[config.mk]
export PLATFORM = sky130hd
export DESIGN_NAME = dio_top
export DESIGN_NICKNAME = d
export VERILOG_FILES = /design/src/hw/dio_pkg.sv /design/src/hw/dio_ser_if.sv /design/src/hw/dio_exp.sv /design/src/hw/dio_top.sv
export SDC_FILE = /design/constraint.sdc
export NUM_CORES = 1
export LEC_CHECK = 0
export BUFFER_PORTS_ARGS = -buffer_cell sky130_fd_sc_hd__buf_2
export CAP_MARGIN = 25
export CORE_ASPECT_RATIO = 0.7
export CORE_MARGIN = 1
export CORE_UTILIZATION = 50
export DETAILED_ROUTE_END_ITERATION = 8
export PLACE_DENSITY_LB_ADDON = 0.3
export SETUP_SLACK_MARGIN = 0.02
export SYNTH_ARGS = -nofsm -noshare
export SYNTH_HDL_FRONTEND = slang
export SYNTH_HIERARCHICAL = 1
export SYNTH_SLANG_ARGS = --single-unit
[constraint.sdc]
create_clock -name sys_clk_in -period 6.55 [get_ports sys_clk_in]
set_clock_uncertainty 0.15 [all_clocks]
set_input_delay 0 -clock sys_clk_in [delete_from_list [all_inputs] [get_ports sys_clk_in]]
set_output_delay 0 -clock sys_clk_in [all_outputs]
set_load 0.02 [all_outputs]
[src/hw/dio_pkg.sv]
// Shared constants, field layouts and types for the serial-attached digital I/O block.
package dio_pkg;

	// ----------------------------------------------------------------
	// Host register addresses (I/O space).
	// ----------------------------------------------------------------
	localparam logic [9:0] ADDR_CONTROL   = 10'h1d8;
	localparam logic [9:0] ADDR_STATUS    = 10'h1d9;
	localparam logic [9:0] ADDR_BYTE_ZERO = 10'h1da;
	localparam logic [9:0] ADDR_BYTE_ONE  = 10'h1db;
	localparam logic [9:0] ADDR_BYTE_TWO  = 10'h1dc;
	localparam logic [9:0] ADDR_BYTE_TOP  = 10'h1dd;

	// ----------------------------------------------------------------
	// Field positions and reset values.
	// ----------------------------------------------------------------
	localparam int unsigned CTL_SEL_LSB      = 0;
	localparam int unsigned CTL_MAN_BIT      = 3;
	localparam int unsigned CTL_LEN_LSB      = 4;
	localparam int unsigned CTL_CPHA_BIT     = 6;
	localparam int unsigned CTL_CPOL_BIT     = 7;
	localparam int unsigned ST_BUSY_BIT      = 0;
	localparam int unsigned ST_LSB_FIRST_BIT = 1;
	localparam int unsigned ST_IRQ_LSB       = 2;
	localparam int unsigned ST_SPEED_LSB     = 4;
	localparam int unsigned ST_IRQ_PEND_BIT  = 7;
	localparam logic [7:0]  CONTROL_RESET    = 8'h00;
	localparam logic [4:0]  STATUS_CFG_RESET = 5'h00;
	localparam logic [2:0]  SEL_FIRST_EXP    = 3'h6;
	localparam logic [2:0]  SEL_SECOND_EXP   = 3'h7;
	localparam int unsigned NUM_IRQ_LINES    = 3;

	// ----------------------------------------------------------------
	// Serial clock timing: half periods for speed codes 0..3 (1, 2, 4, 8 MHz).
	// ----------------------------------------------------------------
	localparam int unsigned CLK_PERIOD_PS    = 10000;
	localparam int unsigned SCLK_HALF_PS [4] = '{500000, 250000, 125000, 62500};
	localparam int unsigned SCLK_HALF_CYC [4] = '{
		(SCLK_HALF_PS[0] + CLK_PERIOD_PS - 1) / CLK_PERIOD_PS,
		(SCLK_HALF_PS[1] + CLK_PERIOD_PS - 1) / CLK_PERIOD_PS,
		(SCLK_HALF_PS[2] + CLK_PERIOD_PS - 1) / CLK_PERIOD_PS,
		(SCLK_HALF_PS[3] + CLK_PERIOD_PS - 1) / CLK_PERIOD_PS};

	// ----------------------------------------------------------------
	// Expander opcodes, register kinds (address bits 4:1) and config bits.
	// ----------------------------------------------------------------
	localparam logic [6:0]  EXP_OPCODE      = 7'h20;
	localparam int unsigned EXP_LINES       = 16;
	localparam logic [15:0] EXP_DIR_RESET   = 16'hffff;
	localparam logic [3:0]  EXP_K_DIR       = 4'h0;
	localparam logic [3:0]  EXP_K_POL       = 4'h1;
	localparam logic [3:0]  EXP_K_INTEN     = 4'h2;
	localparam logic [3:0]  EXP_K_OPEN      = 4'h3;
	localparam logic [3:0]  EXP_K_CONFIG    = 4'h5;
	localparam logic [3:0]  EXP_K_FLAG      = 4'h7;
	localparam logic [3:0]  EXP_K_CAPTURE   = 4'h8;
	localparam logic [3:0]  EXP_K_PORT      = 4'h9;
	localparam logic [3:0]  EXP_K_LATCH     = 4'ha;
	localparam int unsigned CFG_OD_INT_BIT  = 2;
	localparam int unsigned CFG_MIRROR_BIT  = 6;
	localparam logic [4:0]  EXP_FRAME_BITS  = 5'h18;
	localparam logic [4:0]  EXP_HEAD_BITS   = 5'h10;

	typedef enum logic [3:0] {
		DIO_IDLE    = 4'b0001,
		DIO_SETUP   = 4'b0010,
		DIO_RUN     = 4'b0100,
		DIO_RELEASE = 4'b1000
	} dio_state_t;

endpackage

[src/hw/dio_ser_if.sv]
// Serial link and interrupt wiring between the frame engine and one expander.
`timescale 1ns/1ps
interface dio_ser_if;
	logic sclk;
	logic mosi;
	logic sel_n;
	logic miso;
	logic int_act;
	logic int_od;
	modport ctl (output sclk, output mosi, output sel_n, input miso, input int_act, input int_od);
	modport exp (input sclk, input mosi, input sel_n, output miso, output int_act, output int_od);
endinterface

[src/hw/dio_exp.sv]
// Sixteen-line port expander reached over the serial link.
`timescale 1ns/1ps
module dio_exp (
	input  wire logic        sys_clk_in,
	input  wire logic        rst_in,
	dio_ser_if.exp           ser,
	input  wire logic [15:0] pin_in,
	output logic      [15:0] pin_out,
	output logic      [15:0] pin_oe_n_out
);
	import dio_pkg::*;

	logic [15:0] dir_q, dir_d, pol_q, pol_d, inten_q, inten_d, open_q, open_d;
	logic [15:0] latch_q, latch_d, flag_q, flag_d, cap_q, cap_d, prev_q, prev_d;
	logic [7:0]  cfg_q, cfg_d, rd_q, rd_d;
	logic [23:0] sh_q, sh_d;
	logic [4:0]  cnt_q, cnt_d;
	logic        sclk_q;
	logic [15:0] chg, clr, seen;
	logic [7:0]  rdv;
	logic        rise, fall;

	// ----------------------------------------------------------------
	// Serial slave, register file and change detection.
	// ----------------------------------------------------------------
	// Modes 00 and 11: data in on the rising edge, out on the falling edge.
	always_comb
	begin
		dir_d   = dir_q;
		pol_d   = pol_q;
		inten_d = inten_q;
		open_d  = open_q;
		latch_d = latch_q;
		cfg_d   = cfg_q;
		cap_d   = cap_q;
		rd_d    = rd_q;
		sh_d    = sh_q;
		cnt_d   = cnt_q;
		clr     = 16'h0000;
		rdv     = 8'h00;
		rise    = ser.sclk & ~sclk_q;
		fall    = ~ser.sclk & sclk_q;
		prev_d  = pin_in;
		seen    = pin_in ^ pol_q;
		chg     = (pin_in ^ prev_q) & inten_q & dir_q;
		if (ser.sel_n)
		begin
			cnt_d = 5'h00;
		end
		else if (rise && cnt_q != EXP_FRAME_BITS)
		begin
			sh_d  = {sh_q[22:0], ser.mosi};
			cnt_d = cnt_q + 5'h01;
			if (cnt_d == EXP_HEAD_BITS && sh_d[15:9] == EXP_OPCODE && sh_d[7:5] == 3'h0)
			begin
				// Paged register read selected by the address byte.
				unique case (sh_d[4:1])
					EXP_K_DIR:     rdv = dir_q[{sh_d[0], 3'h0} +: 8];
					EXP_K_POL:     rdv = pol_q[{sh_d[0], 3'h0} +: 8];
					EXP_K_INTEN:   rdv = inten_q[{sh_d[0], 3'h0} +: 8];
					EXP_K_OPEN:    rdv = open_q[{sh_d[0], 3'h0} +: 8];
					EXP_K_CONFIG:  rdv = cfg_q;
					EXP_K_FLAG:    rdv = flag_q[{sh_d[0], 3'h0} +: 8];
					EXP_K_CAPTURE: rdv = cap_q[{sh_d[0], 3'h0} +: 8];
					EXP_K_PORT:    rdv = seen[{sh_d[0], 3'h0} +: 8];
					EXP_K_LATCH:   rdv = latch_q[{sh_d[0], 3'h0} +: 8];
					default:       rdv = 8'h00;
				endcase
				if (sh_d[8])
				begin
					rd_d = rdv;
					if (sh_d[4:1] == EXP_K_CAPTURE || sh_d[4:1] == EXP_K_PORT)
						clr[{sh_d[0], 3'h0} +: 8] = 8'hff;
				end
			end
			if (cnt_d == EXP_FRAME_BITS && sh_d[23:17] == EXP_OPCODE && !sh_d[16] && sh_d[15:13] == 3'h0)
			begin
				unique case (sh_d[12:9])
					EXP_K_DIR:   dir_d[{sh_d[8], 3'h0} +: 8] = sh_d[7:0];
					EXP_K_POL:   pol_d[{sh_d[8], 3'h0} +: 8] = sh_d[7:0];
					EXP_K_INTEN: inten_d[{sh_d[8], 3'h0} +: 8] = sh_d[7:0];
					EXP_K_OPEN:  open_d[{sh_d[8], 3'h0} +: 8] = sh_d[7:0];
					EXP_K_CONFIG: cfg_d = sh_d[7:0];
					EXP_K_PORT, EXP_K_LATCH: latch_d[{sh_d[8], 3'h0} +: 8] = sh_d[7:0];
					default: cfg_d = cfg_q;
				endcase
			end
		end
		else if (fall && cnt_q > EXP_HEAD_BITS)
		begin
			rd_d = {rd_q[6:0], 1'b0};
		end
		// A change in the same cycle as a clearing read still leaves its flag set.
		flag_d = (flag_q & ~clr) | chg;
		if (|chg[7:0])
			cap_d[7:0] = pin_in[7:0];
		if (|chg[15:8])
			cap_d[15:8] = pin_in[15:8];
	end

	always_ff @(posedge sys_clk_in or posedge rst_in)
	begin
		if (rst_in)
		begin
			dir_q   <= EXP_DIR_RESET;
			pol_q   <= 16'h0000;
			inten_q <= 16'h0000;
			open_q  <= 16'h0000;
			latch_q <= 16'h0000;
			flag_q  <= 16'h0000;
			cap_q   <= 16'h0000;
			prev_q  <= 16'h0000;
			cfg_q   <= 8'h00;
			rd_q    <= 8'h00;
			sh_q    <= 24'h000000;
			cnt_q   <= 5'h00;
			sclk_q  <= 1'b0;
		end
		else
		begin
			dir_q   <= dir_d;
			pol_q   <= pol_d;
			inten_q <= inten_d;
			open_q  <= open_d;
			latch_q <= latch_d;
			flag_q  <= flag_d;
			cap_q   <= cap_d;
			prev_q  <= prev_d;
			cfg_q   <= cfg_d;
			rd_q    <= rd_d;
			sh_q    <= sh_d;
			cnt_q   <= cnt_d;
			sclk_q  <= ser.sclk;
		end
	end

	// ----------------------------------------------------------------
	// Pin drivers and interrupt pin.
	// ----------------------------------------------------------------
	// An open-drain line only drives while its latch holds zero.
	assign pin_out      = latch_q & ~open_q;
	assign pin_oe_n_out = dir_q | (open_q & latch_q);
	assign ser.miso     = (!ser.sel_n && cnt_q >= EXP_HEAD_BITS) ? rd_q[7] : 1'b0;
	// Only the first port's pin reaches the board; mirroring folds the second one in.
	assign ser.int_act  = (|flag_q[7:0]) | (cfg_q[CFG_MIRROR_BIT] & (|flag_q[15:8]));
	assign ser.int_od   = cfg_q[CFG_OD_INT_BIT];

endmodule

[src/hw/dio_top.sv]
// Serial frame engine, host registers and two port expanders forming 32 digital lines.
// Contract
// - Thirty-two lines as four eight-bit bidirectional ports.
// - Software selects direction and push-pull/open-drain per line.
// - Optional per-line inversion of input data.
// - Any level change on an input line may interrupt.
// - Select code 6 reaches channels 0 to 15.
// - Select code 7 reaches channels 16 to 31.
// - Each port pair has paged serial configuration registers.
// - Status picks the interrupt line, shared by devices.
// - Shared line also serves stacked bus, needs enable.
// - Poll status bit 0 until zero between frames.
// - Top byte write starts clock, auto asserts select.
`timescale 1ns/1ps
module dio_top #(
	parameter int unsigned LINES = 32
) (
	input  wire logic                                sys_clk_in,
	input  wire logic                                rst_in,
	input  wire logic [9:0]                          io_addr_in,
	input  wire logic                                io_wr_in,
	input  wire logic                                io_rd_in,
	input  wire logic [7:0]                          io_wdata_in,
	output logic      [7:0]                          io_rdata_out,
	input  wire logic [LINES-1:0]                    dio_in,
	output logic      [LINES-1:0]                    dio_out,
	output logic      [LINES-1:0]                    dio_oe_n_out,
	output logic                                     spi_sclk_out,
	output logic                                     spi_mosi_out,
	input  wire logic                                spi_miso_in,
	output logic      [7:0]                          spi_select_n_out,
	input  wire logic                                ext_irq_n_in,
	input  wire logic                                bus_irq_enable_in,
	output logic      [dio_pkg::NUM_IRQ_LINES-1:0]   irq_out
);
	import dio_pkg::*;

	// Two expanders of sixteen lines each are all the wiring can serve.
	if (LINES != 2 * EXP_LINES)
	begin : g_width_check
		$error("dio_top: LINES must be twice the expander width");
	end

	dio_ser_if ser0 ();
	dio_ser_if ser1 ();

	dio_state_t  state_q, state_d;
	logic [7:0]  control_q, control_d, rdata_q, rdata_d;
	logic [4:0]  stcfg_q, stcfg_d;
	logic [31:0] word_q, word_d;
	logic [2:0]  sel_q, sel_d;
	logic [5:0]  div_q, div_d, edge_q, edge_d;
	logic        sclk_q, sclk_d, rx_q, rx_d;
	logic [NUM_IRQ_LINES-1:0] irq_q, irq_d;
	logic        busy, tick, cpha, cpol, lsb_first, sel_active, miso, shared_irq;
	logic [1:0]  len;
	logic [2:0]  sel_now;
	logic [5:0]  half_m1, last_edge;

	// ----------------------------------------------------------------
	// Helpers.
	// ----------------------------------------------------------------
	// Moves the frame one bit; bytes below the programmed length stay untouched.
	function automatic logic [31:0] shift_word(input logic [31:0] w, input logic [1:0] fl, input logic lsb,
		input logic rx);
		logic [31:0] r;
		logic [31:0] sr;
		logic [31:0] sl;
		int          lo;
		r  = w;
		sr = w >> 1;
		sl = w << 1;
		lo = (3 - int'(fl)) * 8;
		for (int i = 0; i < 32; i++)
		begin
			if (i >= lo)
				r[i] = lsb ? ((i == 31) ? rx : sr[i]) : ((i == lo) ? rx : sl[i]);
		end
		return r;
	endfunction

	assign busy       = (state_q != DIO_IDLE);
	assign cpha       = control_q[CTL_CPHA_BIT];
	assign cpol       = control_q[CTL_CPOL_BIT];
	assign len        = control_q[CTL_LEN_LSB +: 2];
	assign lsb_first  = stcfg_q[ST_LSB_FIRST_BIT - 1];
	assign half_m1    = 6'(SCLK_HALF_CYC[stcfg_q[ST_SPEED_LSB - 1 +: 2]] - 1);
	assign last_edge  = {len, 4'hf};                                // Two edges per bit, counted from zero.
	assign tick       = busy && (div_q == 6'h00);
	// Manual mode holds the chosen select for as long as software keeps the bit set.
	assign sel_now    = control_q[CTL_MAN_BIT] ? control_q[CTL_SEL_LSB +: 3] : sel_q;
	assign sel_active = control_q[CTL_MAN_BIT] | busy;

	// ----------------------------------------------------------------
	// Host registers and frame engine.
	// ----------------------------------------------------------------
	always_comb
	begin
		state_d   = state_q;
		control_d = control_q;
		stcfg_d   = stcfg_q;
		word_d    = word_q;
		sel_d     = sel_q;
		sclk_d    = sclk_q;
		rx_d      = rx_q;
		edge_d    = edge_q;
		rdata_d   = rdata_q;
		div_d     = (busy && div_q != 6'h00) ? div_q - 6'h01 : half_m1;
		// Host writes; frame contents and control are frozen while a frame runs, status is written at any time.
		if (io_wr_in)
		begin
			if (io_addr_in == ADDR_STATUS)
				stcfg_d = io_wdata_in[5:1];
			else if (!busy)
			begin
				unique case (io_addr_in)
					ADDR_CONTROL:   control_d = io_wdata_in;
					ADDR_BYTE_ZERO: word_d[7:0]   = io_wdata_in;
					ADDR_BYTE_ONE:  word_d[15:8]  = io_wdata_in;
					ADDR_BYTE_TWO:  word_d[23:16] = io_wdata_in;
					ADDR_BYTE_TOP:
					begin
						word_d[31:24] = io_wdata_in;
						state_d       = DIO_SETUP;
						sel_d         = control_q[CTL_SEL_LSB +: 3];
						sclk_d        = cpol;
						edge_d        = 6'h00;
						div_d         = half_m1;
					end
					default: word_d = word_q;
				endcase
			end
		end
		unique case (state_q)
			DIO_IDLE:  sclk_d = (state_d == DIO_SETUP) ? cpol : sclk_q;
			DIO_SETUP:
			begin
				if (tick)
				begin
					state_d = DIO_RUN;
				end
			end
			DIO_RUN:
			begin
				if (tick)
				begin
					sclk_d = ~sclk_q;
					edge_d = edge_q + 6'h01;
					if (edge_q[0] == cpha)
						rx_d = miso;
					else if (!(cpha && edge_q == 6'h00))
						word_d = shift_word(word_q, len, lsb_first, rx_q);
					if (edge_q == last_edge)
						state_d = DIO_RELEASE;
				end
			end
			DIO_RELEASE:
			begin
				if (tick)
				begin
					// Trailing-phase modes still owe the last bit's move.
					if (cpha)
						word_d = shift_word(word_q, len, lsb_first, rx_q);
					state_d = DIO_IDLE;
				end
			end
		endcase
		// Host reads return received data and live state.
		if (io_rd_in)
		begin
			unique case (io_addr_in)
				ADDR_CONTROL:   rdata_d = control_q;
				ADDR_STATUS:    rdata_d = {shared_irq, 1'b0, stcfg_q, busy};
				ADDR_BYTE_ZERO: rdata_d = word_q[7:0];
				ADDR_BYTE_ONE:  rdata_d = word_q[15:8];
				ADDR_BYTE_TWO:  rdata_d = word_q[23:16];
				ADDR_BYTE_TOP:  rdata_d = word_q[31:24];
				default:        rdata_d = 8'h00;
			endcase
		end
	end

	always_ff @(posedge sys_clk_in or posedge rst_in)
	begin
		if (rst_in)
		begin
			state_q   <= DIO_IDLE;
			control_q <= CONTROL_RESET;
			stcfg_q   <= STATUS_CFG_RESET;
			word_q    <= 32'h00000000;
			sel_q     <= 3'h0;
			div_q     <= 6'h00;
			edge_q    <= 6'h00;
			sclk_q    <= 1'b0;
			rx_q      <= 1'b0;
			rdata_q   <= 8'h00;
		end
		else
		begin
			state_q   <= state_d;
			control_q <= control_d;
			stcfg_q   <= stcfg_d;
			word_q    <= word_d;
			sel_q     <= sel_d;
			div_q     <= div_d;
			edge_q    <= edge_d;
			sclk_q    <= (state_d == DIO_IDLE) ? cpol : sclk_d;
			rx_q      <= rx_d;
			rdata_q   <= rdata_d;
		end
	end

	// ----------------------------------------------------------------
	// Serial pins, select routing and expanders.
	// ----------------------------------------------------------------
	assign miso = (sel_q == SEL_FIRST_EXP) ? ser0.miso : (sel_q == SEL_SECOND_EXP) ? ser1.miso : spi_miso_in;
	assign spi_sclk_out = sclk_q;
	assign spi_mosi_out = lsb_first ? word_q[{~len, 3'h0}] : word_q[31];
	always_comb
	begin
		for (int k = 0; k < 8; k++)
			spi_select_n_out[k] = !(sel_active && sel_now == 3'(k));
	end
	assign ser0.sclk  = sclk_q;
	assign ser0.mosi  = spi_mosi_out;
	assign ser0.sel_n = spi_select_n_out[SEL_FIRST_EXP];
	assign ser1.sclk  = sclk_q;
	assign ser1.mosi  = spi_mosi_out;
	assign ser1.sel_n = spi_select_n_out[SEL_SECOND_EXP];

	// Channels 0..15 sit on the first expander, 16..31 on the second.
	dio_exp u_exp_lo (
		.sys_clk_in   (sys_clk_in),
		.rst_in       (rst_in),
		.ser          (ser0.exp),
		.pin_in       (dio_in[15:0]),
		.pin_out      (dio_out[15:0]),
		.pin_oe_n_out (dio_oe_n_out[15:0])
	);
	dio_exp u_exp_hi (
		.sys_clk_in   (sys_clk_in),
		.rst_in       (rst_in),
		.ser          (ser1.exp),
		.pin_in       (dio_in[31:16]),
		.pin_out      (dio_out[31:16]),
		.pin_oe_n_out (dio_oe_n_out[31:16])
	);

	// ----------------------------------------------------------------
	// Shared interrupt line.
	// ----------------------------------------------------------------
	// A push-pull expander pin that is idle holds the wired line high and hides
	// every other source, which is why both expanders must be set open-drain.
	assign shared_irq = ((ser0.int_act | ser1.int_act | ~ext_irq_n_in)
		& ~((~ser0.int_act & ~ser0.int_od) | (~ser1.int_act & ~ser1.int_od)));
	always_comb
	begin
		for (int k = 0; k < NUM_IRQ_LINES; k++)
			irq_d[k] = shared_irq && bus_irq_enable_in
				&& (stcfg_q[ST_IRQ_LSB - 1 +: 2] == 2'(k + 1));
	end
	always_ff @(posedge sys_clk_in or posedge rst_in)
	begin
		if (rst_in)
			irq_q <= '0;
		else
			irq_q <= irq_d;
	end
	assign irq_out      = irq_q;
	assign io_rdata_out = rdata_q;

endmodule

### Word-level counts from Yosys, hierarchy flattened

Cells that the tools add are included.
W data, S select, Z words.

* input port bits: 57
* register bits: 422

* add/subtract/negate cells: 9
* reductions and logical operators: 88
* bitwise logic cells: 48
* magnitude comparators: 38
* shift-type cells: 22
* multiplexer cells: 155
* equality and inequality tests: 75

Operator list (count)
* $mux W32: 8
* $shiftx A16 B5 Y8: 16
* $and A16 B16 Y16: 11
* $bwmux W16: 10
* $mux W16: 10
* $pmux W8 S9: 2
* $ge A6 B6 Y1 const A: 16
* $mux W8: 12
* $mux W1: 81
* $mux W6: 13
* $bmux W32 S2: 1
* $not A16 Y16: 4
* $or A16 B16 Y16: 4
* $pmux W32 S2: 1
* $reduce_and A4 Y1: 16
* $reduce_or A8 Y1: 8
* $xor A16 B16 Y16: 4
* $eq A10 B9 Y1 const B: 6
* $ge A5 B6 Y1 const A: 8
* $pmux W8 S6: 1
* $shift A8 B6 Y16 const A: 3
* $eq A4 B4 Y1 const B: 11
* $eq A4 B2 Y1 const B: 10
* $logic_not A32 Y1: 1
* 55 further kinds: 178

### Depth between registers and ports, before layout

* depth in word-level cells: 15
* depth in mapped cells: 12
* mapped depth without buffers: 9

### Hierarchy

Netlist, hierarchy kept.

Modules (own cells, without submodules)
* dio_exp (u_exp_hi): area each 8744.6 um^2, instances 1, cells an instance 772
* dio_exp (u_exp_lo): area each 8648.3 um^2, instances 1, cells an instance 760
* dio_top: area each 4621.9 um^2, instances 1, cells an instance 492

### Worst setup path after synthesis

Ideal clock, no wire load.

* path kind: register to register
* start point: register state_q[1]
* end point: register u_exp_hi.rd_q[0]
* buffers on the path: 3
* arrival: 2816 ps
* slack: 3463 ps
* clock period less this slack: 3087 ps
* cell stages (with the launch flop): 13
* cells stage by stage: dfrtp_1 -> buf_4 -> or4b_1 -> nand2_1 -> o21ai_0 -> nand2_1 -> clkbuf_1 -> nor3_1 -> a22oi_1 -> o21bai_1 -> clkbuf_1 -> nor2_1 -> a22o_1

* cells in the longest elaborated chain, start to end: 4

Ends and longest elaborated chain
* start, declared: RTL line dio_top.sv:47 `dio_state_t state_q, state_d;`
* start signal, assigned: RTL line dio_top.sv:200 `state_q <= state_d;`
* $ne A4 B1 Y1: RTL line dio_top.sv:82 `assign busy = (state_q != DIO_IDLE);`
* $or A1 B1 Y1: RTL line dio_top.sv:92 `assign sel_active = control_q[CTL_MAN_BIT] | busy;`
* $logic_and A1 B1 Y1: RTL line dio_top.sv:222 `spi_select_n_out[k] = !(sel_active && sel_now == 3'(k));`
* $reduce_and A4 Y1 (no source line)
* end signal, assigned: RTL line dio_exp.sv:130 `rd_q <= rd_d;`
* end, declared: RTL line dio_exp.sv:15 `logic [7:0] cfg_q, cfg_d, rd_q, rd_d;`

Every way passes these cells.
A chain may end at the register's enable or synchronous reset.

### Worst setup path in the final report

* start point: register u_exp_lo.cnt_q[0]
* end point: register u_exp_lo.latch_q[7]

* cells in the longest elaborated chain, start to end: 6
* elaborated cells between the ends (all ways): 8
* classes of those cells: 1 x add/sub; 2 x eq/ne; 5 x reduce/logical

Ends and longest elaborated chain
* start, declared: RTL line dio_exp.sv:17 `logic [4:0] cnt_q, cnt_d;`
* start signal, assigned: RTL line dio_exp.sv:132 `cnt_q <= cnt_d;`
* $add A5 B1 Y5: RTL line dio_exp.sv:53 `cnt_d = cnt_q + 5'h01;`
* $eq A5 B5 Y1: RTL line dio_exp.sv:76 `if (cnt_d == EXP_FRAME_BITS && sh_d[23:17] == EXP_OPCODE && !sh_d[16] && sh_d[15:13] == 3'h0)`
* $logic_and A1 B1 Y1 (3 in a row): RTL line dio_exp.sv:76
* $reduce_and A4 Y1 (no source line) (*)
* end signal, assigned: RTL line dio_exp.sv:125 `latch_q <= latch_d;`
* end, declared: RTL line dio_exp.sv:14 `logic [15:0] latch_q, latch_d, flag_q, flag_d, cap_q, cap_d, prev_q, prev_d;`

Every way passes the cells marked *; elsewhere a longest branch is shown, timed or not.

==> impl_metrics.yaml <==
status:
  outcome: "complete, but fails checks"
  violations: "negative hold slack"
critical_path:
  critical_path.endpoint_type: "register"
  worstPathRequired_ns: 6.86
  cp_data_arrival_time_ns: 4.51
  critPathTopFamily: "simple AND/OR/NAND/NOR gates"
  crit_fanout: 23
  crit_path_max_incr_delay_ns: 0.72
  r2r_cells: 8
  crit_path_start_kind: "register"
  rrSetupSlack_ns: 2.35
  crit_path_top_delay_cell: "nor3b_2"
  worst-setup-path-type: "reg2reg"
  crit_chain: "inv_1 > ha_1 > and4b_1 > nor3b_2 > nand2b_1 > nor3_1 > nand4b_1 > mux2_2"
  crit_buf_inv: 1
  r2r-start: "u_exp_lo/cnt_q[0]"
  r2r-end: "u_exp_lo/latch_q[7]"
global_routing:
  track_usage: 0.2923
  first_global_vias: 16620
  grt_max_degree: 116
  antenna_found_initial: 1
  overflow: 0
  grt_pass1_wl_um: 101100
timing:
  max_clock_freq_mhz: 238.1
  rsz0062_at_grt: "false"
  worstMarginPinSlew_ns: 1.021
  setup_violations: 0
  tns_ns: 0
  fin_ws_ns: 2.351
  finalHoldViolCount: 45
  holdWs_ns: -0.04616
  maxSlewHeadroom: 0.3170
  slew_violations: 0
  finalCritPeriodShare: 0.6411
  period_minus_slack_ns: 4.199
synthesis:
  yosysUniqueCellTypes: 90
  yosys_register_bits: 423
  ys_async_sr_fraction: 1.000
  synth-edff-count: 0
  synth-main-ff-cell: "dfrtp_1"
  seq_area_frac_synth: 0.4827
  synth_warnings: 6
  syn-instance-count: 2024
  synth.avg_cell_area_um2: 10.88
  syn_nets: 2093
  syn-cell-area_um2: 22010
layout:
  final_nets: 2256
  fill_cells: 3584
  area.growth.synth_to_final_pct: 15.78
  drive_gt1_frac: 0.2582
  largest_registers: "word_q: 32 flops, u_exp_hi/sh_q: 23 flops, u_exp_lo/sh_q: 23 flops"
  regMostFlops: "word_q"
  largest_register_ff_count: 32
  seq_area_um2: 10630
  num_antenna_cells: 0
  multi_input_area_um2: 10790
run:
  cap_viol_max_count: 0
routing:
  drt_iter0_markers: 2077
  wire_per_inst_um: 23.41
  dr.pass1.iters: 6
  via_per_inst: 6.268
  ant_nets: 0
  vias: 17600
  drc: 0
  wl_um: 65730
clock_tree:
  clk_pin_slew_ns: 0.07
  postCtsSetupBuffers: 0
  insertion_delay_ns: 0.57
  cts_buffers: 44
  cts_max_level: 2
  cts_tree: "yes"
  cts.sinks: 423
  cts_max_path_buffers: 3
  cts_root_buf: "clkbuf_16"
floorplan:
  ioPinCount: 142
  die_y_um: 177.6
  rows: 63
  die_w_um: 252.8
  core-area_um2: 42880
  die-area_um2: 44890
  initial_utilization: 0.5134
place:
  place_ws_ns: 1.982
  dp_hpwl_um: 45320
  place_congestion: 1.004
  numPortBuffers: 141
pwr:
  p_leak_nw: 12.26
  peakVddDrop_mv: 0.2039
  power_density_nw_per_um2: 219.7
hold_path:
  hold_path.class: "in2async"
==> cells in the mapped netlist, types with 29 or more instances <==
library cell / instances / area [um^2]
and3_1: 36 / 225.2
nor2_1: 125 / 469.2
dfstp_2: 33 / 867.1
o21ai_0: 64 / 320.3
dfrtp_1: 390 / 9759
a21oi_1: 59 / 295.3
mux2_2: 240 / 2703
nand3_1: 51 / 255.2
nand2_1: 181 / 679.4
mux2i_1: 81 / 810.8
xor2_1: 66 / 578.1
nor3_1: 29 / 145.1
nor2b_1: 51 / 319.1
clkbuf_1: 87 / 326.6
a21o_1: 60 / 450.4
==> worst min-delay path: stages <==
cell	delay (ns)
dlygate4sd3_1	0.53
buf_2	0.19
inv_6	0.37
==> routing by layer <==
metal | routed length [um] | track usage | vias to the layer above
li1 | - | - | 7720
met1 | 29670 | 0.4475 | 8895
met2 | 27670 | 0.4048 | 888
met3 | 7115 | 0.08038 | 96
met4 | 1256 | 0.06843 | 2
met5 | 11 | 0 | -
==> layout by cell type (no fill, tap or decap), types with 24 or more instances in the layout <==
cell	count
a21oi_1	59
buf_2	142
dlygate4sd3_1	69
a211oi_1	24
nand2_1	181
dfrtp_1	389
nor2b_1	51
nor2_1	125
and3_1	36
dfstp_2	33
mux2_2	240
buf_4	25
mux2i_1	81
clkbuf_16	46
nor3_1	28
a21o_1	60
xor2_1	66
nand3_1	51
o21ai_0	64
==> per-stage QoR <==
stage                     instances  cell area [um^2]  utilization  total power, mW
after CTS                      2803             25390       0.5920            5.622
final                          2808             25490       0.5944            5.599
after global routing           2808             25490       0.5944            5.779
after detailed placement       2652             23160       0.5400            2.934
after global placement         2652             23160       0.5400            2.926
after floorplan                2024             22010            -            2.848
==> repair_timing <==
action | 4_1_cts | 5_1_grt
endpoints found under the hold margin | 434 | 0
hold buffers | 69 | 0
gates resized for setup | 0 | 0
==> final cells by class <==
cell class | count | area share
Inverter | 27 | 0.004418
Multi-Input combinational cell | 1451 | 0.4233
Timing Repair Buffer | 240 | 0.06617
Sequential cell | 423 | 0.4169
Clock inverter | 19 | 0.01001
Tap cell | 585 | 0.02872
Clock buffer | 63 | 0.05041
==> kinds of logic after synthesis <==
group | synth area share
flops | 0.4827
xor+xnor | 0.03382
simple gates | 0.1558
fa+ha+maj | 0.006820
mux | 0.1652
buf+inv | 0.02847
compound gates | 0.1272
==> power breakdown <==
group | internal [mW] | switching [mW]
combinational | 0.0983 | 0.147
sequential | 2.65 | 0.0312
clock | 1.58 | 1.10
==> worst max path at each step <==
stage | endpoint | startpoint | depth (start not counted)
finish | u_exp_lo/latch_q[7] | u_exp_lo/cnt_q[0] | 8
global route | u_exp_lo/latch_q[2] | u_exp_lo/cnt_q[0] | 8
CTS | u_exp_lo/open_q[10] | state_q[1] | 9
detailed placement | u_exp_lo/open_q[11] | state_q[1] | 9
global placement | u_exp_lo/open_q[12] | state_q[3] | 9
floorplan | u_exp_hi/cap_q[0] | rst_in | 1
(Power assumes the default switching activity.)
